--- src/hw/ohd_pkg.sv ---
// Constants, opcode patterns, register map and carrier types of the decoder.
// Assumes the fetch stage and datapath share ref_clk with the decoder.
package ohd_pkg;

    // ********************************************************
    // Widths and register map
    // ********************************************************
    localparam int OHD_DATA_W = 32;
    localparam logic [3:0] OHD_OFS_CTRL = 4'h0;
    localparam logic [3:0] OHD_OFS_STATUS = 4'h4;
    localparam logic [3:0] OHD_OFS_LAST = 4'h8;
    localparam logic OHD_RST_ENABLE = 1'h1;
    localparam logic [15:0] OHD_RST_COUNT = 16'h0000;
    localparam logic [31:0] OHD_RST_WORD = 32'h0000_0000;
    localparam int OHD_CTRL_EN_BIT = 0;

    // ********************************************************
    // Field codes
    // ********************************************************
    localparam logic [1:0] OHD_SZ_B = 2'h0;
    localparam logic [1:0] OHD_SZ_W = 2'h1;
    localparam logic [1:0] OHD_SZ_L = 2'h2;
    localparam logic [1:0] OHD_SZ_BAD = 2'h3;
    localparam logic [1:0] OHD_SH_ARITH = 2'h0;
    localparam logic [1:0] OHD_SH_LOGIC = 2'h1;
    localparam logic [1:0] OHD_SH_ROTX = 2'h2;
    localparam logic [1:0] OHD_SH_ROT = 2'h3;
    localparam logic [2:0] OHD_MODE_DREG = 3'h0;
    localparam logic [2:0] OHD_MODE_AREG = 3'h1;
    localparam logic [2:0] OHD_ADD_TO_ADDRESS_REG_W = 3'h3;
    localparam logic [2:0] OHD_ADD_TO_ADDRESS_REG_L = 3'h7;
    localparam logic [4:0] OHD_BCD_PAT = 5'h10;
    localparam logic [5:0] OHD_XCH_DD = 6'h28;
    localparam logic [5:0] OHD_XCH_AA = 6'h29;
    localparam logic [5:0] OHD_XCH_DA = 6'h31;
    localparam logic [15:0] OHD_HALT_OP = 16'hF800;
    localparam logic [15:0] OHD_HALT_EXT = 16'h01C0;
    localparam logic [9:0] OHD_TBL_OP = 10'h3E0;
    localparam logic [1:0] OHD_TBL_REGFORM = 2'h0;
    localparam logic [1:0] OHD_TBL_MEMFORM = 2'h1;
    localparam logic [7:0] OHD_HALF = 8'h80;
    localparam int OHD_FRAC_W = 8;

    // ********************************************************
    // Types
    // ********************************************************
    typedef enum logic [3:0] {
        OHD_OP_OTHER,
        OHD_OP_XOR_EA,
        OHD_OP_COMPARE_MEMORY_POSTINC,
        OHD_OP_AND,
        OHD_OP_MUL,
        OHD_OP_BCD_ADD,
        OHD_OP_SWAP,
        OHD_OP_ADD,
        OHD_OP_ADD_TO_ADDRESS_REG,
        OHD_OP_ADD_WITH_EXTEND,
        OHD_OP_SHIFT_REG,
        OHD_OP_SHIFT_MEM,
        OHD_OP_HALT,
        OHD_OP_TBL
    } ohd_op_e;

    typedef struct packed {
        logic illegal;
        ohd_op_e op;
        logic [1:0] size;
        logic isSigned;
        logic rounded;
        logic memToMem;
        logic predec;
        logic dstIsEa;
        logic [2:0] regX;
        logic [2:0] regY;
        logic [1:0] swapMode;
        logic cntIsReg;
        logic [2:0] cntField;
        logic dirLeft;
        logic [1:0] shType;
        logic tblRegPair;
    } ohd_ctrl_s;

endpackage : ohd_pkg

--- src/hw/ohd_interp.sv ---
// Table interpolation unit: entry + frac*(next-entry)/256 rounded, or raw as entry*256 + frac*(next-entry).
// Assumes the datapath presents both table entries with the start pulse.
`timescale 1ns/1ps
module ohd_interp
    import ohd_pkg::*;
(
    // Clock and reset
    input wire logic ref_clk,
    input wire logic reset_n,
    // Request
    input wire logic start,
    input wire logic [1:0] size,
    input wire logic isSigned,
    input wire logic rounded,
    input wire logic [31:0] entry,
    input wire logic [31:0] nextEntry,
    input wire logic [31:0] indepVar,
    // Answer
    output logic done,
    output logic [31:0] result,
    output logic [7:0] entryOffset
);

    function automatic logic [32:0] ext33(input logic [31:0] v, input logic [1:0] sz,
                                          input logic sg);
        case (sz)
            OHD_SZ_B: ext33 = {{25{sg & v[7]}}, v[7:0]};
            OHD_SZ_W: ext33 = {{17{sg & v[15]}}, v[15:0]};
            default: ext33 = {sg & v[31], v};
        endcase
    endfunction : ext33

    logic [32:0] e;
    logic [32:0] n;
    logic signed [33:0] diff;
    logic signed [42:0] prod;
    logic signed [42:0] fixedVal;
    logic roundUp;
    logic [34:0] roundedVal;

    always_comb begin
        e = ext33(entry, size, isSigned);
        n = ext33(nextEntry, size, isSigned);
        diff = $signed({n[32], n}) - $signed({e[32], e});
        // Fraction is the low byte of the independent variable
        prod = diff * $signed({1'b0, indepVar[7:0]});
        fixedVal = $signed({{2{e[32]}}, e, 8'h00}) + prod;
        // Nearest, ties to even integer part
        roundUp = (fixedVal[7:0] > OHD_HALF) ||
                  ((fixedVal[7:0] == OHD_HALF) && fixedVal[8]);
        roundedVal = fixedVal[42:8] + {34'h0_0000_0000, roundUp};
    end

    always_ff @(posedge ref_clk or negedge reset_n) begin
        if (!reset_n) begin
            done <= 1'b0;
            result <= OHD_RST_WORD;
            entryOffset <= 8'h00;
        end else begin
            done <= start;
            if (start) begin
                result <= rounded ? roundedVal[31:0] : fixedVal[31:0];
                entryOffset <= indepVar[15:8];
            end
        end
    end
endmodule : ohd_interp

--- src/hw/ohd_decoder.sv ---
// Upper opcode group decoder with table interpolation unit and Avalon-MM
// register slave. Assumes fetch and datapath run on ref_clk.
// Notes on behaviour
// - XOR opmodes 100/101/110 give XOR of data register into operand, written there.
// - Compare-memory size field 00 byte, 01 word, 10 long.
// - Word multiply type bit 0 unsigned, 1 signed.
// - Decimal add bit 0 register to register, 1 memory to memory.
// - Decimal add memory form uses address registers with predecrement.
// - Add-extended bit 0 data registers, 1 predecrement memory via address registers.
// - Add-address opmode 011 word source, 111 long source, sum to address register.
// - Shift with I/R 0 takes the count field as the count.
// - Shift with I/R 1 takes the count field as a data register number.
// - Shift direction bit 0 right, 1 left.
// - Shift type 00 arithmetic, 01 logical, 10 rotate extend, 11 rotate.
// - Interpolate type bit 0 signed, 1 unsigned.
// - Interpolate rounding bit 0 rounded, 1 raw.
// - Rounded signed interpolation delivers byte, word or long signed result.
// - Rounded unsigned interpolation delivers byte, word or long unsigned result.
// - Table data from memory table or a register pair.
// - Entry offset is bits 15..8 of the independent variable.
// - Fraction is bits 7..0 of the independent variable.
// - Result is entry plus fraction times difference over 256.
// - Rounded forms round to nearest, ties to even.
//
// Local design decisions: the address map and the Avalon-MM slave port.
`timescale 1ns/1ps
module ohd_decoder
    import ohd_pkg::*;
(
    // Clock and reset
    input wire logic ref_clk,
    input wire logic reset_n,
    // Fetch stage
    input wire logic insnValid,
    input wire logic [15:0] opword,
    input wire logic [15:0] extWord,
    // Decoded controls
    output logic ctrlValid,
    output ohd_ctrl_s ctrl,
    // Interpolation request
    input wire logic interpStart,
    input wire logic [31:0] interpEntry,
    input wire logic [31:0] interpNext,
    input wire logic [31:0] independentVar,
    // Interpolation answer
    output logic interpDone,
    output logic [31:0] interpResult,
    output logic [7:0] interpOffset,
    // Avalon-MM slave
    input wire logic [3:0] avs_address,
    input wire logic avs_read,
    input wire logic avs_write,
    input wire logic [31:0] avs_writedata,
    input wire logic [3:0] avs_byteenable,
    output logic [31:0] avs_readdata,
    output logic avs_waitrequest
);

    // ********************************************************
    // State
    // ********************************************************
    ohd_ctrl_s next_ctrl;
    logic decodeEnable;
    logic [15:0] illegalCount;
    logic [31:0] lastWords;
    logic [1:0] tblSize;
    logic tblSigned;
    logic tblRounded;
    logic busCommit;
    logic [3:0] regAddr;

    // ********************************************************
    // Decode
    // ********************************************************
    always_comb begin
        next_ctrl = '0;
        next_ctrl.op = OHD_OP_OTHER;
        next_ctrl.regX = opword[11:9];
        next_ctrl.regY = opword[2:0];
        unique case (opword[15:12])
            4'hB: begin
                if (opword[8] && opword[5:3] == OHD_MODE_AREG) begin
                    next_ctrl.op = OHD_OP_COMPARE_MEMORY_POSTINC;
                    next_ctrl.size = opword[7:6];
                    next_ctrl.memToMem = 1'b1;
                    next_ctrl.illegal = (opword[7:6] == OHD_SZ_BAD);
                end else if (opword[8] && opword[7:6] != OHD_SZ_BAD) begin
                    next_ctrl.op = OHD_OP_XOR_EA;
                    next_ctrl.size = opword[7:6];
                    next_ctrl.dstIsEa = 1'b1;
                end
            end
            4'hC: begin
                if (opword[8:4] == OHD_BCD_PAT) begin
                    next_ctrl.op = OHD_OP_BCD_ADD;
                    next_ctrl.size = OHD_SZ_B;
                    next_ctrl.memToMem = opword[3];
                    next_ctrl.predec = opword[3];
                end else if (opword[8:3] == OHD_XCH_DD || opword[8:3] == OHD_XCH_AA
                             || opword[8:3] == OHD_XCH_DA) begin
                    next_ctrl.op = OHD_OP_SWAP;
                    next_ctrl.size = OHD_SZ_L;
                    next_ctrl.swapMode = {opword[7], opword[3]};
                end else if (opword[7:6] == OHD_SZ_BAD) begin
                    next_ctrl.op = OHD_OP_MUL;
                    next_ctrl.size = OHD_SZ_W;
                    next_ctrl.isSigned = opword[8];
                end else if (opword[8] && opword[5:4] == 2'h0) begin
                    next_ctrl.illegal = 1'b1;
                end else begin
                    next_ctrl.op = OHD_OP_AND;
                    next_ctrl.size = opword[7:6];
                    next_ctrl.dstIsEa = opword[8];
                end
            end
            4'hD: begin
                if (opword[7:6] == OHD_SZ_BAD) begin
                    next_ctrl.op = OHD_OP_ADD_TO_ADDRESS_REG;
                    next_ctrl.size = (opword[8:6] == OHD_ADD_TO_ADDRESS_REG_L) ? OHD_SZ_L : OHD_SZ_W;
                end else if (opword[8] && opword[5:4] == 2'h0) begin
                    next_ctrl.op = OHD_OP_ADD_WITH_EXTEND;
                    next_ctrl.size = opword[7:6];
                    next_ctrl.memToMem = opword[3];
                    next_ctrl.predec = opword[3];
                end else begin
                    next_ctrl.op = OHD_OP_ADD;
                    next_ctrl.size = opword[7:6];
                    next_ctrl.dstIsEa = opword[8];
                end
            end
            4'hE: begin
                next_ctrl.dirLeft = opword[8];
                if (opword[7:6] == OHD_SZ_BAD) begin
                    next_ctrl.op = OHD_OP_SHIFT_MEM;
                    next_ctrl.size = OHD_SZ_W;
                    next_ctrl.shType = opword[10:9];
                    next_ctrl.illegal = opword[11];
                end else begin
                    next_ctrl.op = OHD_OP_SHIFT_REG;
                    next_ctrl.size = opword[7:6];
                    next_ctrl.shType = opword[4:3];
                    next_ctrl.cntIsReg = opword[5];
                    next_ctrl.cntField = opword[11:9];
                end
            end
            4'hF: begin
                if (opword == OHD_HALT_OP && extWord == OHD_HALT_EXT) begin
                    next_ctrl.op = OHD_OP_HALT;
                end else if (opword[15:6] == OHD_TBL_OP && !extWord[15]) begin
                    next_ctrl.op = OHD_OP_TBL;
                    next_ctrl.isSigned = !extWord[11];
                    next_ctrl.rounded = !extWord[10];
                    next_ctrl.size = extWord[7:6];
                    next_ctrl.regX = extWord[14:12];
                    if (opword[5:3] == OHD_MODE_DREG) begin
                        next_ctrl.tblRegPair = 1'b1;
                        next_ctrl.illegal = (extWord[9:8] != OHD_TBL_REGFORM) ||
                                            (extWord[5:3] != 3'h0);
                    end else begin
                        next_ctrl.illegal = (extWord[9:8] != OHD_TBL_MEMFORM) ||
                                            (extWord[5:0] != 6'h00);
                    end
                    if (extWord[7:6] == OHD_SZ_BAD) begin
                        next_ctrl.illegal = 1'b1;
                    end
                end else begin
                    next_ctrl.illegal = 1'b1;
                end
            end
            default: begin
                next_ctrl.op = OHD_OP_OTHER;
            end
        endcase
        // Illegal words carry no operation to the datapath
        if (next_ctrl.illegal) begin
            next_ctrl.op = OHD_OP_OTHER;
        end
    end

    always_ff @(posedge ref_clk or negedge reset_n) begin
        if (!reset_n) begin
            ctrlValid <= 1'b0;
            ctrl <= '0;
        end else begin
            ctrlValid <= insnValid && decodeEnable;
            if (insnValid && decodeEnable) begin
                ctrl <= next_ctrl;
            end
        end
    end

    // ********************************************************
    // Table mode latched for the interpolation unit
    // ********************************************************
    always_ff @(posedge ref_clk or negedge reset_n) begin
        if (!reset_n) begin
            tblSize <= OHD_SZ_B;
            tblSigned <= 1'b0;
            tblRounded <= 1'b0;
        end else if (insnValid && decodeEnable && next_ctrl.op == OHD_OP_TBL) begin
            tblSize <= next_ctrl.size;
            tblSigned <= next_ctrl.isSigned;
            tblRounded <= next_ctrl.rounded;
        end
    end

    ohd_interp u_interp (
        .ref_clk(ref_clk),
        .reset_n(reset_n),
        .start(interpStart),
        .size(tblSize),
        .isSigned(tblSigned),
        .rounded(tblRounded),
        .entry(interpEntry),
        .nextEntry(interpNext),
        .indepVar(independentVar),
        .done(interpDone),
        .result(interpResult),
        .entryOffset(interpOffset)
    );

    // ********************************************************
    // Avalon-MM slave
    // ********************************************************
    assign busCommit = (avs_read || avs_write) && !avs_waitrequest;
    assign regAddr = {avs_address[3:2], 2'h0};

    always_ff @(posedge ref_clk or negedge reset_n) begin
        if (!reset_n) begin
            avs_waitrequest <= 1'b1;
        end else begin
            avs_waitrequest <= !((avs_read || avs_write) && avs_waitrequest);
        end
    end

    always_ff @(posedge ref_clk or negedge reset_n) begin
        if (!reset_n) begin
            avs_readdata <= OHD_RST_WORD;
        end else if (avs_read && avs_waitrequest) begin
            case (regAddr)
                OHD_OFS_CTRL: avs_readdata <= {31'h0000_0000, decodeEnable};
                OHD_OFS_STATUS: avs_readdata <= {16'h0000, illegalCount};
                OHD_OFS_LAST: avs_readdata <= lastWords;
                default: avs_readdata <= OHD_RST_WORD;
            endcase
        end
    end

    always_ff @(posedge ref_clk or negedge reset_n) begin
        if (!reset_n) begin
            decodeEnable <= OHD_RST_ENABLE;
        end else if (busCommit && avs_write && regAddr == OHD_OFS_CTRL && avs_byteenable[0]) begin
            decodeEnable <= avs_writedata[OHD_CTRL_EN_BIT];
        end
    end

    // Count of illegal words; a write clears it, a new one in the same cycle wins
    always_ff @(posedge ref_clk or negedge reset_n) begin
        if (!reset_n) begin
            illegalCount <= OHD_RST_COUNT;
        end else if (insnValid && decodeEnable && next_ctrl.illegal) begin
            if (busCommit && avs_write && regAddr == OHD_OFS_STATUS) begin
                illegalCount <= 16'h0001;
            end else if (illegalCount != 16'hFFFF) begin
                illegalCount <= illegalCount + 16'h0001;
            end
        end else if (busCommit && avs_write && regAddr == OHD_OFS_STATUS) begin
            illegalCount <= OHD_RST_COUNT;
        end
    end

    always_ff @(posedge ref_clk or negedge reset_n) begin
        if (!reset_n) begin
            lastWords <= OHD_RST_WORD;
        end else if (insnValid && decodeEnable) begin
            lastWords <= {extWord, opword};
        end
    end
endmodule : ohd_decoder

--- config.mk ---
export PLATFORM = sky130hd
export DESIGN_NAME = ohd_decoder
export DESIGN_NICKNAME = d
export VERILOG_FILES = /design/src/hw/ohd_pkg.sv /design/src/hw/ohd_interp.sv /design/src/hw/ohd_decoder.sv
export SDC_FILE = /design/constraint.sdc
export NUM_CORES = 1
export LEC_CHECK = 0
export BUFFER_PORTS_ARGS = -buffer_cell sky130_fd_sc_hd__clkbuf_2
export CAP_MARGIN = 25
export CORE_MARGIN = 2
export CORE_UTILIZATION = 54
export DETAILED_ROUTE_END_ITERATION = 8
export GPL_TIMING_DRIVEN = 0
export PLACE_DENSITY = 0.77
export SYNTH_ARGS = -nofsm -noshare
export SYNTH_HDL_FRONTEND = slang
export SYNTH_SLANG_ARGS = --single-unit
--- constraint.sdc ---
create_clock -name ref_clk -period 9.33 [get_ports ref_clk]
set_input_delay 1.3995 -clock ref_clk [delete_from_list [all_inputs] [get_ports ref_clk]]
set_output_delay 1.3995 -clock ref_clk [all_outputs]
set_load 0.03 [all_outputs]
[After elaboration in Yosys (flattened, before gate mapping)]
Cells that the tools add are included.
W data, S select, Z words.
Word-level totals
  bits in registers: 156
  word-level logic and storage cells: 167
  output and inout port bits: 103
  bits of input ports: 174
Cells by class
  magnitude comparators: 1
  bitwise gates (word level): 6
  multiply operators: 1
  mux-type cells: 66
  eq/ne operators: 24
  reduce and logical (&&, ||, !) cells: 37
  add/sub/neg operators: 4
Operators with widths (count)
  $pmux W33 S2: 2
  $pmux W32 S3: 1
  $mux W16: 4
  $add A40 B40 Y40: 1
  $mul A34 B9 Y40: 1
  $sub A33 B33 Y34: 1
  $add A32 B1 Y32: 1
  $mux W32: 1
  $mux W1: 25
  $eq A4 B4 Y1 const B: 6
  $mux W4: 6
  $pmux W4 S5: 1
  $eq A6 B6 Y1 const B: 3
  $mux W3: 6
  $add A16 B1 Y16 const B: 1
  $eq A16 B16 Y1 const B: 1
  $eq A16 B9 Y1 const B: 1
  $logic_and A1 B1 Y1: 16
  $ne A16 B16 Y1 const B: 1
  $mux W5: 3
  $mux W2: 7
  $mux W6: 2
  $eq A10 B10 Y1 const B: 1
  $pmux W2 S5: 1
  24 further kinds: 46

[Depth between registers and ports, before layout]
Gate-level depths: netlist of run 1.
  depth in word-level cells: 10
  mapped depth: 39
  depth with buffers taken out: 37

[Modules after synthesis]
A second synthesis of run 1 with hierarchy kept.
Second synthesis, totals
  cells, all modules: 2243
  area total of the unflattened synthesis: 19575.0 sq um
By module, submodules not included
  ohd_interp: instances 1, cells each 1691, seq. area each 1026.0 sq um, area each 14393.8 sq um
  ohd_decoder: instances 1, cells each 552, seq. area each 2805.2 sq um, area each 5181.2 sq um

[Worst setup path after synthesis of run 1]
No wires, ideal clock.
  kind: input to register
  start: input interpEntry[15]
  end: register u_interp.result[28]
  path slack: -0.380 ns
  setup time: 0.118 ns
  path buffers: 1
  cell stages on the path: 34
  required time: 9.212 ns
  arrival time: 9.592 ns
  cells stage by stage: mux2i_1 > nor3_1 > clkbuf_1 > a21oi_1 > ha_1 > a21o_1 > a21o_1 > a21oi_1 > o21ai_0 > a21oi_1 > o31ai_2 > a21o_1 > a21oi_1 > xnor2_1 > nand2_1 > fa_1 > inv_1 > fa_1 > fa_1 > fa_1 > inv_1 > fa_1 > inv_1 > ha_1 > o311ai_1 > o21ai_0 > o21ai_0 > xnor2_1 > nand3_2 > or3_4 > nor4_4 > xor2_1 > a21oi_1 > a21o_1
Between the ends
  longest elaborated chain between the ends: 7
RTL lines
  start: declaration: RTL line ohd_decoder.sv:42  | input wire logic [31:0] interpEntry,
  $and A1 B1 Y1: RTL line ohd_interp.sv:28  | OHD_SZ_W: ext33 = {{17{sg & v[15]}}, v[15:0]};
  $pmux W33 S2 *: RTL line ohd_interp.sv:26  | case (sz)
  $sub A33 B33 Y34: RTL line ohd_interp.sv:44  | diff = $signed({n[32], n}) - $signed({e[32], e});
  $mul A34 B9 Y40: RTL line ohd_interp.sv:46  | prod = diff * $signed({1'b0, indepVar[7:0]});
  $add A40 B40 Y40 *: RTL line ohd_interp.sv:47  | fixedVal = $signed({{2{e[32]}}, e, 8'h00}) + prod;
  $add A32 B1 Y32: RTL line ohd_interp.sv:51  | roundedVal = fixedVal[42:8] + {34'h0_0000_0000, roundUp};
  $mux W32 *: RTL line ohd_interp.sv:62  | result <= rounded ? roundedVal[31:0] : fixedVal[31:0];
  end signal: assignment: RTL line ohd_interp.sv:62
  end: declaration: RTL line ohd_interp.sv:20  | output logic [31:0] result,
Every way passes the cells marked *; elsewhere a longest branch is shown, timed or not.
A chain may end at the register's enable or synchronous reset.

[Worst setup path after layout of run 1]
  start: input interpEntry[7]
  end: register u_interp.result[28]
Between the ends
  longest elaborated chain between the ends: 9
  elaborated cells on any way between the ends: 11
  classes of those cells: 3 x add/sub; 1 x mul; 1 x order compare; 1 x eq/ne; 2 x mux; 1 x bitwise; 2 x reduce/logical
RTL lines (RTL line)
  $pmux W33 S2 *: ohd_interp.sv:26
  $sub A33 B33 Y34 / $pmux W33 S2 (equally long branches): ohd_interp.sv:44, ohd_interp.sv:26
  $mul A34 B9 Y40 / $sub A33 B33 Y34 (equally long branches): ohd_interp.sv:46, ohd_interp.sv:44
  $add A40 B40 Y40 *: ohd_interp.sv:47
  branches (longest 4 deep; another with $add A32 B1 Y32)
  $mux W32 *: ohd_interp.sv:62
Every way passes the cells marked *.

==> results of run 1 <==
cell type report:
| cell class | count | area, µm² |
|---|---|---|
| Inverter | 292 | 1110 |
| Fill cell | 2575 | 11100 |
| Tap cell | 455 | 569 |
| Clock inverter | 12 | 115 |
| Multi-Input combinational cell | 1654 | 15100 |
| Sequential cell | 153 | 3830 |
| Timing Repair Buffer | 328 | 2030 |
| Clock buffer | 20 | 447 |
| Buffer | 81 | 374 |
| Antenna cell | 2 | 5.00 |
synthesized netlist by cell type (6+ instances only):
| cell | count |
|---|---|
| or3_1 | 6 |
| nor2_1 | 83 |
| o31ai_1 | 8 |
| nand2b_1 | 12 |
| or2_2 | 6 |
| mux2i_1 | 13 |
| a22o_1 | 18 |
| a211oi_1 | 11 |
| nor3_1 | 19 |
| nand2_1 | 335 |
| and3_1 | 16 |
| o21a_1 | 20 |
| inv_1 | 291 |
| a21o_1 | 34 |
| o21ai_0 | 93 |
| nand4_1 | 15 |
| clkbuf_1 | 74 |
| fa_1 | 233 |
| mux2_2 | 20 |
| a21oi_1 | 152 |
| nand3_1 | 21 |
| dfrtp_1 | 151 |
| a22oi_1 | 16 |
| xnor2_1 | 65 |
| xor2_1 | 40 |
| and2_1 | 156 |
| nor2b_1 | 24 |
| ha_1 | 118 |
| a31oi_1 | 15 |
metrics by stage:
step                hold WS, ns  setup slack (ns)  area [µm²]  cells  setup TNS [ns]
global route              0.497            -0.392       23600   2995           -3.36
finish                    0.480            -0.162       23600   2997          -0.463
detailed placement        0.464             -1.64       20900   2863          -24.43
CTS                       0.480          0.000662       22200   2927               0
floorplan                 0.446            0.0151       19200   2186               0
global placement          0.460             -1.45       20900   2862          -21.39
logic make-up (layout without fill, tap and decap cells):
logic type / Yosys count / in the layout / share of synthesized area (%)
AO/OA/AOI/OAI: 431 / 431 / 14.4
XOR/XNOR: 108 / 108 / 5.07
flip-flops: 153 / 153 / 20.0
adder cells (fa/ha/maj): 351 / 351 / 32.1
buffers and inverters: 379 / 733 / 7.74
multiplexers: 33 / 33 / 1.86
AND/OR/NAND/NOR: 731 / 731 / 18.8
other: 0 / 2 / 0
metal layers:
| metal | track usage (%) | up-vias |
|---|---|---|
| met5 | 0 | - |
| met4 | 10.1 | 0 |
| met2 | 51.9 | 910 |
| met1 | 41.9 | 8654 |
| li1 | - | 7793 |
| met3 | 6.25 | 196 |
what timing repair did:
action / CTS / global route
endpoints found under the hold margin: 0 / 0
hold buffers: 0 / 0
gates resized for setup: 98 / 199
buffers inserted: 37 / 69
pin swaps: 39 / 148
endpoints found under the setup margin: 21 / 20
registers in the layout (all words and copies together), names as in the netlist:
register	cells
ctrlValid	1
avs_readdata	32
tblRounded	1
tblSize	2
avs_waitrequest	1
decodeEnable	1
u_interp.result	32
u_interp.done	1
illegalCount	16
u_interp.entryOffset	8
tblSigned	1
ctrl	27
lastWords	30
critical path, delay by kind of cell:
family                   cells  cell delay [ns]
adder cells (fa/ha/maj)      7             3.41
AO/OA/AOI/OAI               12             2.17
AND/OR/NAND/NOR              6             1.48
XOR/XNOR                     3             0.73
buffers and inverters        7             0.60
final timing paths:
path	start	end	slack [ns]	cells past startpoint
worst max-delay path	interpEntry[7]	u_interp.result[28]$_DFFE_PN0P_	-0.16	35
worst min-delay path	lastWords[20]$_DFFE_PN0P_	lastWords[20]$_DFFE_PN0P_	0.48	2
worst max register to register	tblSize[1]$_DFFE_PN0P_	u_interp.result[28]$_DFFE_PN0P_	-0.05	35
worst min register to register	lastWords[20]$_DFFE_PN0P_	lastWords[20]$_DFFE_PN0P_	0.48	2
max in group asynchronous	reset_n	tblSize[1]$_DFFE_PN0P_	7.53	2
min in group asynchronous	reset_n	avs_readdata[14]$_DFFE_PN0P_	0.93	1
cell usage in the layout, fill, tap and decap left out, drive strengths merged, types with 6 or more instances in the layout:
master	count
nand2	335
clkinvlp	6
a21o	38
nand4	15
nor3	21
and2	159
a211oi	12
o31ai	9
xor2	42
nor2b	24
inv	294
o21ai	95
or2	6
buf	122
o21a	20
or3	7
ha	118
a22o	18
mux2i	13
nor4	6
and3	19
clkbuf	307
dfrtp	151
xnor2	66
a31oi	15
nor2	83
nand3	23
and4	6
a21oi	153
fa	233
mux2	20
nand2b	12
a22oi	16
==> flow_summary_export.csv, run 1 <==
group,metric,value,unit
timing,setup_ws,-0.162,ns
timing,rsz0062_at_grt,"true",
timing,fmax,105,MHz
drt,route.detailed.drc,0,
die,die_w,192,µm
drt,first_pass_iters,8,
die,die_height,192,µm
run_status,violations,"setup timing",
logic_synthesis,synth_nets,2711,
drt,drt_iter0_drc,1625,
timing,slew_headroom,45.3,%
clock_tree,clk_pin_slew,0.07,ns
timing,skew,0.0105,ns
die,coreArea,34700,µm²
grt,track_usage,31.5,%
drt,drt-met1-wl,22900,µm
clock_tree,clock-sinks,153,
clock_tree,htreeDepth,4,
min_path,hold_class,"reg -> reg",
drt,viasPerCell,5.86,
worst_setup_path,crit_fanout,8,
logic_synthesis,synth_area_leaders,"fa_1 24%, dfrtp_1 20%, ha_1 7.7%",
drt,met3_length,5100,µm
clock_tree,numCtsBuffers,17,
drt,drt-wirelength-per-cell,19.8,µm
grt,grt_max_degree,104,
drt,wl,59200,µm
die,rows,68,
place,place.gp.congestion,0.955,
die,fp.dieArea,36900,µm²
logic_synthesis,synth_top_area_share,24.4,%
worst_setup_path,required,9.65,ns
clock_tree,cts_tree,"yes",
logic_synthesis,synth_top_cell_by_area,"fa_1",
clock_tree,clockBufferDepth,2,
worst_setup_path,cp-start-kind,"input port",
place,port_buffers,221,
final_layout,nets,3052,
timing,hold_viol,0,
grt,grt_pass1_vias,17535,
run_status,status,"finished with violations",
drt,num_vias,17553,
worst_setup_path,cp-end-kind,"register",
worst_setup_path,crit_path_max_incr_delay,0.57,ns
logic_synthesis,yosysWarningCount,0,
final_layout,area_growth_syn_to_layout,23.6,%
grt,antenna_found_initial,1,
logic_synthesis,ys_seq_area_share,20.0,%
grt,grt_overflow,0,
drt,ant_nets,0,
timing,setup_violations,7,
worst_setup_path,crit_type,"in -> reg",
logic_synthesis,syn-instance-count,2186,
logic_synthesis,synth_area,19100,µm²
final_layout,drive_above_1_share,24.4,%
timing,slew_violations,0,
flow_run,max_cap_violations,0,
clock_tree,cts_root_buffer,"clkbuf_16",
timing,post-route-min-period,9.49,ns
place,dp_hpwl,44300,µm
logic_synthesis,synth_edf_count,0,
logic_synthesis,synth-main-ff-cell,"dfrtp_1",
logic_synthesis,syn_area_per_cell,8.74,µm²
drt,wl_met2,28700,µm
die,ios,277,
drt,dr.max_layer_used,"met4",
clock_tree,clk-insertion-delay-late,0.42,ns
final_layout,fin_util,68.1,%
grt,grt_pass1_wl,91000,µm
logic_synthesis,synth.distinct_cells,96,
timing,finalCritPeriodShare,102,%
logic_synthesis,ys_seq_elements,153,
worst_setup_path,arrival,9.81,ns
die,start_util,55.1,%
timing,tightest_slew,0.820,ns
worst_setup_path,path_common_cell,"fa_1",
logic_synthesis,async_flop_share,100,%
worst_setup_path,cpMaxStageDelayCell,"fa_1",
Power of run 1 is not shown: default switching activity piles up to over one toggle a cycle in this logic, so the estimate is an artifact.
==> run 2: changes to the inputs <==
- ABC_AREA: not set -> 1
- CORE_UTILIZATION: 54 -> 55
- PLACE_DENSITY: 0.77 -> 0.78
==> run 2 against run 1 <==
  * The run now ends clean
  * Final area fell by 0.80%
  * Flip-flop and latch count unchanged
  * First-iteration DRC count grew 4.6%
  * Area after synthesis grew 8.0%
  * Worst setup slack improved by 0.56 ns
  * Core utilization shrank 4.3 points
  * Synthesized cell count is 36% higher
  * Die area increased by 5.9%
  * Routed wire length increased by 9.6%
  * Via count up 15%
  * Clock-buffer cell count increased by 1
  * Critical path type unchanged
  * Highest routed layer unchanged
==> flow_summary_export.csv, run 2 <==
group,metric,value,unit
drt,drt_iter0_drc,1699,
final_layout,area_growth_syn_to_layout,13.5,%
clock_tree,clk_pin_slew,0.06,ns
drt,ant_nets,0,
worst_setup_path,arrival,9.25,ns
clock_tree,clock-sinks,153,
drt,num_vias,20157,
clock_tree,clk-insertion-delay-late,0.42,ns
drt,drt-wirelength-per-cell,17.5,µm
grt,grt_pass1_vias,19908,
clock_tree,cts_hold_buf,0,
logic_synthesis,ys_seq_elements,153,
grt,grt_overflow,0,
clock_tree,numCtsBuffers,17,
logic_synthesis,yosysWarningCount,0,
min_path,hold_class,"reg -> reg",
place,port_buffers,221,
die,rows,70,
timing,skew,0.00634,ns
worst_setup_path,cp-end-kind,"register",
logic_synthesis,ys_seq_area_share,18.6,%
grt,antenna_found_initial,1,
die,coreArea,36800,µm²
logic_synthesis,synth_area_leaders,"fa_1 23%, dfrtp_1 18%, nand2_1 15%",
timing,fmax,112,MHz
timing,hold_viol,0,
final_layout,drive_above_1_share,12.5,%
final_layout,nets,3747,
worst_setup_path,path_common_cell,"nand2_1",
timing,slew_headroom,44.5,%
final_layout,final_cell_mix,"813 x nand2_1, 580 x inv_1, 352 x nor2_1, 233 x fa_1, 221 x clkbuf_2",
worst_setup_path,crit_path_max_incr_delay,0.57,ns
timing,tightest_slew,0.833,ns
worst_setup_path,crit_type,"in -> reg",
worst_setup_path,cp-start-kind,"input port",
final_layout,regArea,3830,µm²
logic_synthesis,synth_top_area_share,22.6,%
final_layout,final_area,23400,µm²
logic_synthesis,synth_top_cell_by_area,"fa_1",
clock_tree,htreeDepth,4,
clock_tree,clockBufferDepth,2,
die,ios,277,
timing,setup_violations,0,
drt,wl,64900,µm
timing,slew_violations,0,
worst_setup_path,r2r_cells,40,
logic_synthesis,syn-instance-count,2970,
min_path,hold_depth,2,
worst_setup_path,required,9.64,ns
die,die_w,198,µm
grt,track_usage,34.0,%
logic_synthesis,synthTopCellsByCount,"821 x nand2_1, 583 x inv_1, 370 x nor2_1",
drt,first_pass_iters,6,
place,place.gp.congestion,0.968,
logic_synthesis,synth_nets,3495,
run_status,status,"finished, final reports clean",
clock_tree,cts_root_buffer,"clkbuf_16",
logic_synthesis,synth-main-ff-cell,"dfrtp_1",
drt,viasPerCell,5.44,
place,place_area,22400,µm²
final_layout,largestRegisters,"avs_readdata x32, u_interp.result x32, lastWords x30",
clock_tree,cts_tree,"yes",
timing,setup_tns,0,ns
logic_synthesis,synth.distinct_cells,54,
final_layout,final_common_cell,"nand2_1",
logic_synthesis,async_flop_share,100,%
timing,post-route-min-period,8.93,ns
final_layout,fin_util,63.7,%
grt,grt_pass1_wl,104000,µm
worst_setup_path,cpMaxStageDelayCell,"fa_1",
logic_synthesis,synth_area,20600,µm²
logic_synthesis,synth.most_common_cell,"nand2_1",
place,dp_hpwl,54300,µm
logic_synthesis,syn_area_per_cell,6.95,µm²
flow_run,max_cap_violations,0,
logic_synthesis,synth_edf_count,0,
final_layout,fillers,3355,
grt,grt_max_degree,84,
drt,route.detailed.drc,0,
die,fp.dieArea,39100,µm²
final_layout,multiInputGateArea,14700,µm²
worst_setup_path,crit_fanout,8,
die,die_height,198,µm
die,start_util,56.1,%
timing,finalCritPeriodShare,95.8,%
run 2: cell families after synthesis:
kind of cell	count (synthesis)	synth area share (%)
compound gates	251	6.80
xor+xnor	76	3.33
fa+ha+maj	351	29.7
buf+inv	666	12.3
flops	153	18.6
mux	1	0.0545
simple gates	1472	29.3
run 2: area by class of cell:
class                           instances  share of cell area, %
Multi-Input combinational cell       2151                   62.6
Sequential cell                       153                   16.3
Inverter                              592                   9.50
Timing Repair Buffer                  233                   5.23
Tap cell                              468                   2.50
Clock buffer                           21                   2.01
Buffer                                 73                   1.31
Clock inverter                         11                  0.486
Timing Repair inverter                  1                 0.0320
Antenna cell                            2                 0.0214
run 2: worst max-delay path, delay by kind of cell:
kind | cells | cell delay [ns]
adder cells (fa/ha/maj) | 7 | 3.40
XOR/XNOR | 2 | 0.35
buffers and inverters | 7 | 0.71
AND/OR/NAND/NOR | 19 | 2.31
AO/OA/AOI/OAI | 5 | 1.05
run 2: metrics by stage:
| step | hold slack [ns] | setup slack [ns] | instances |
|---|---|---|---|
| after floorplan | 0.449 | 0.761 | 2970 |
| after global placement | 0.454 | -0.804 | 3659 |
| after detailed placement | 0.458 | -0.866 | 3660 |
| after CTS | 0.474 | 0.0862 | 3692 |
| after global routing | 0.507 | -0.0604 | 3703 |
| final | 0.471 | 0.396 | 3705 |
run 2: final timing paths:
path,startpoint,end,slack (ns)
setup / recovery,interpEntry[7],u_interp.result[19]$_DFFE_PN0P_,0.40
hold / removal,u_interp.entryOffset[5]$_DFFE_PN0P_,u_interp.entryOffset[5]$_DFFE_PN0P_,0.47
setup reg to reg,tblSize[1]$_DFFE_PN0P_,u_interp.result[25]$_DFFE_PN0P_,0.42
hold reg to reg,u_interp.entryOffset[5]$_DFFE_PN0P_,u_interp.entryOffset[5]$_DFFE_PN0P_,0.47
max in group asynchronous,reset_n,avs_waitrequest$_DFF_PN1_,7.52
min in group asynchronous,reset_n,u_interp.entryOffset[4]$_DFFE_PN0P_,0.97
run 2: repair_timing:
action / in CTS / in global routing
buffers inserted: 1 / 10
setup endpoints to repair: 15 / 21
cloned: 0 / 1
pin swaps: 1 / 7
resized for setup: 9 / 104
run 2: metal layers:
layer	vias to the layer above	part of all wire (%)	global-route usage, %
li1	9535	-	-
met1	9703	42	46.5
met2	787	46	55.0
met3	132	7.7	5.18
met4	0	3.7	12.6
met5	-	0	0
Power of run 2 is left out for the same reason.
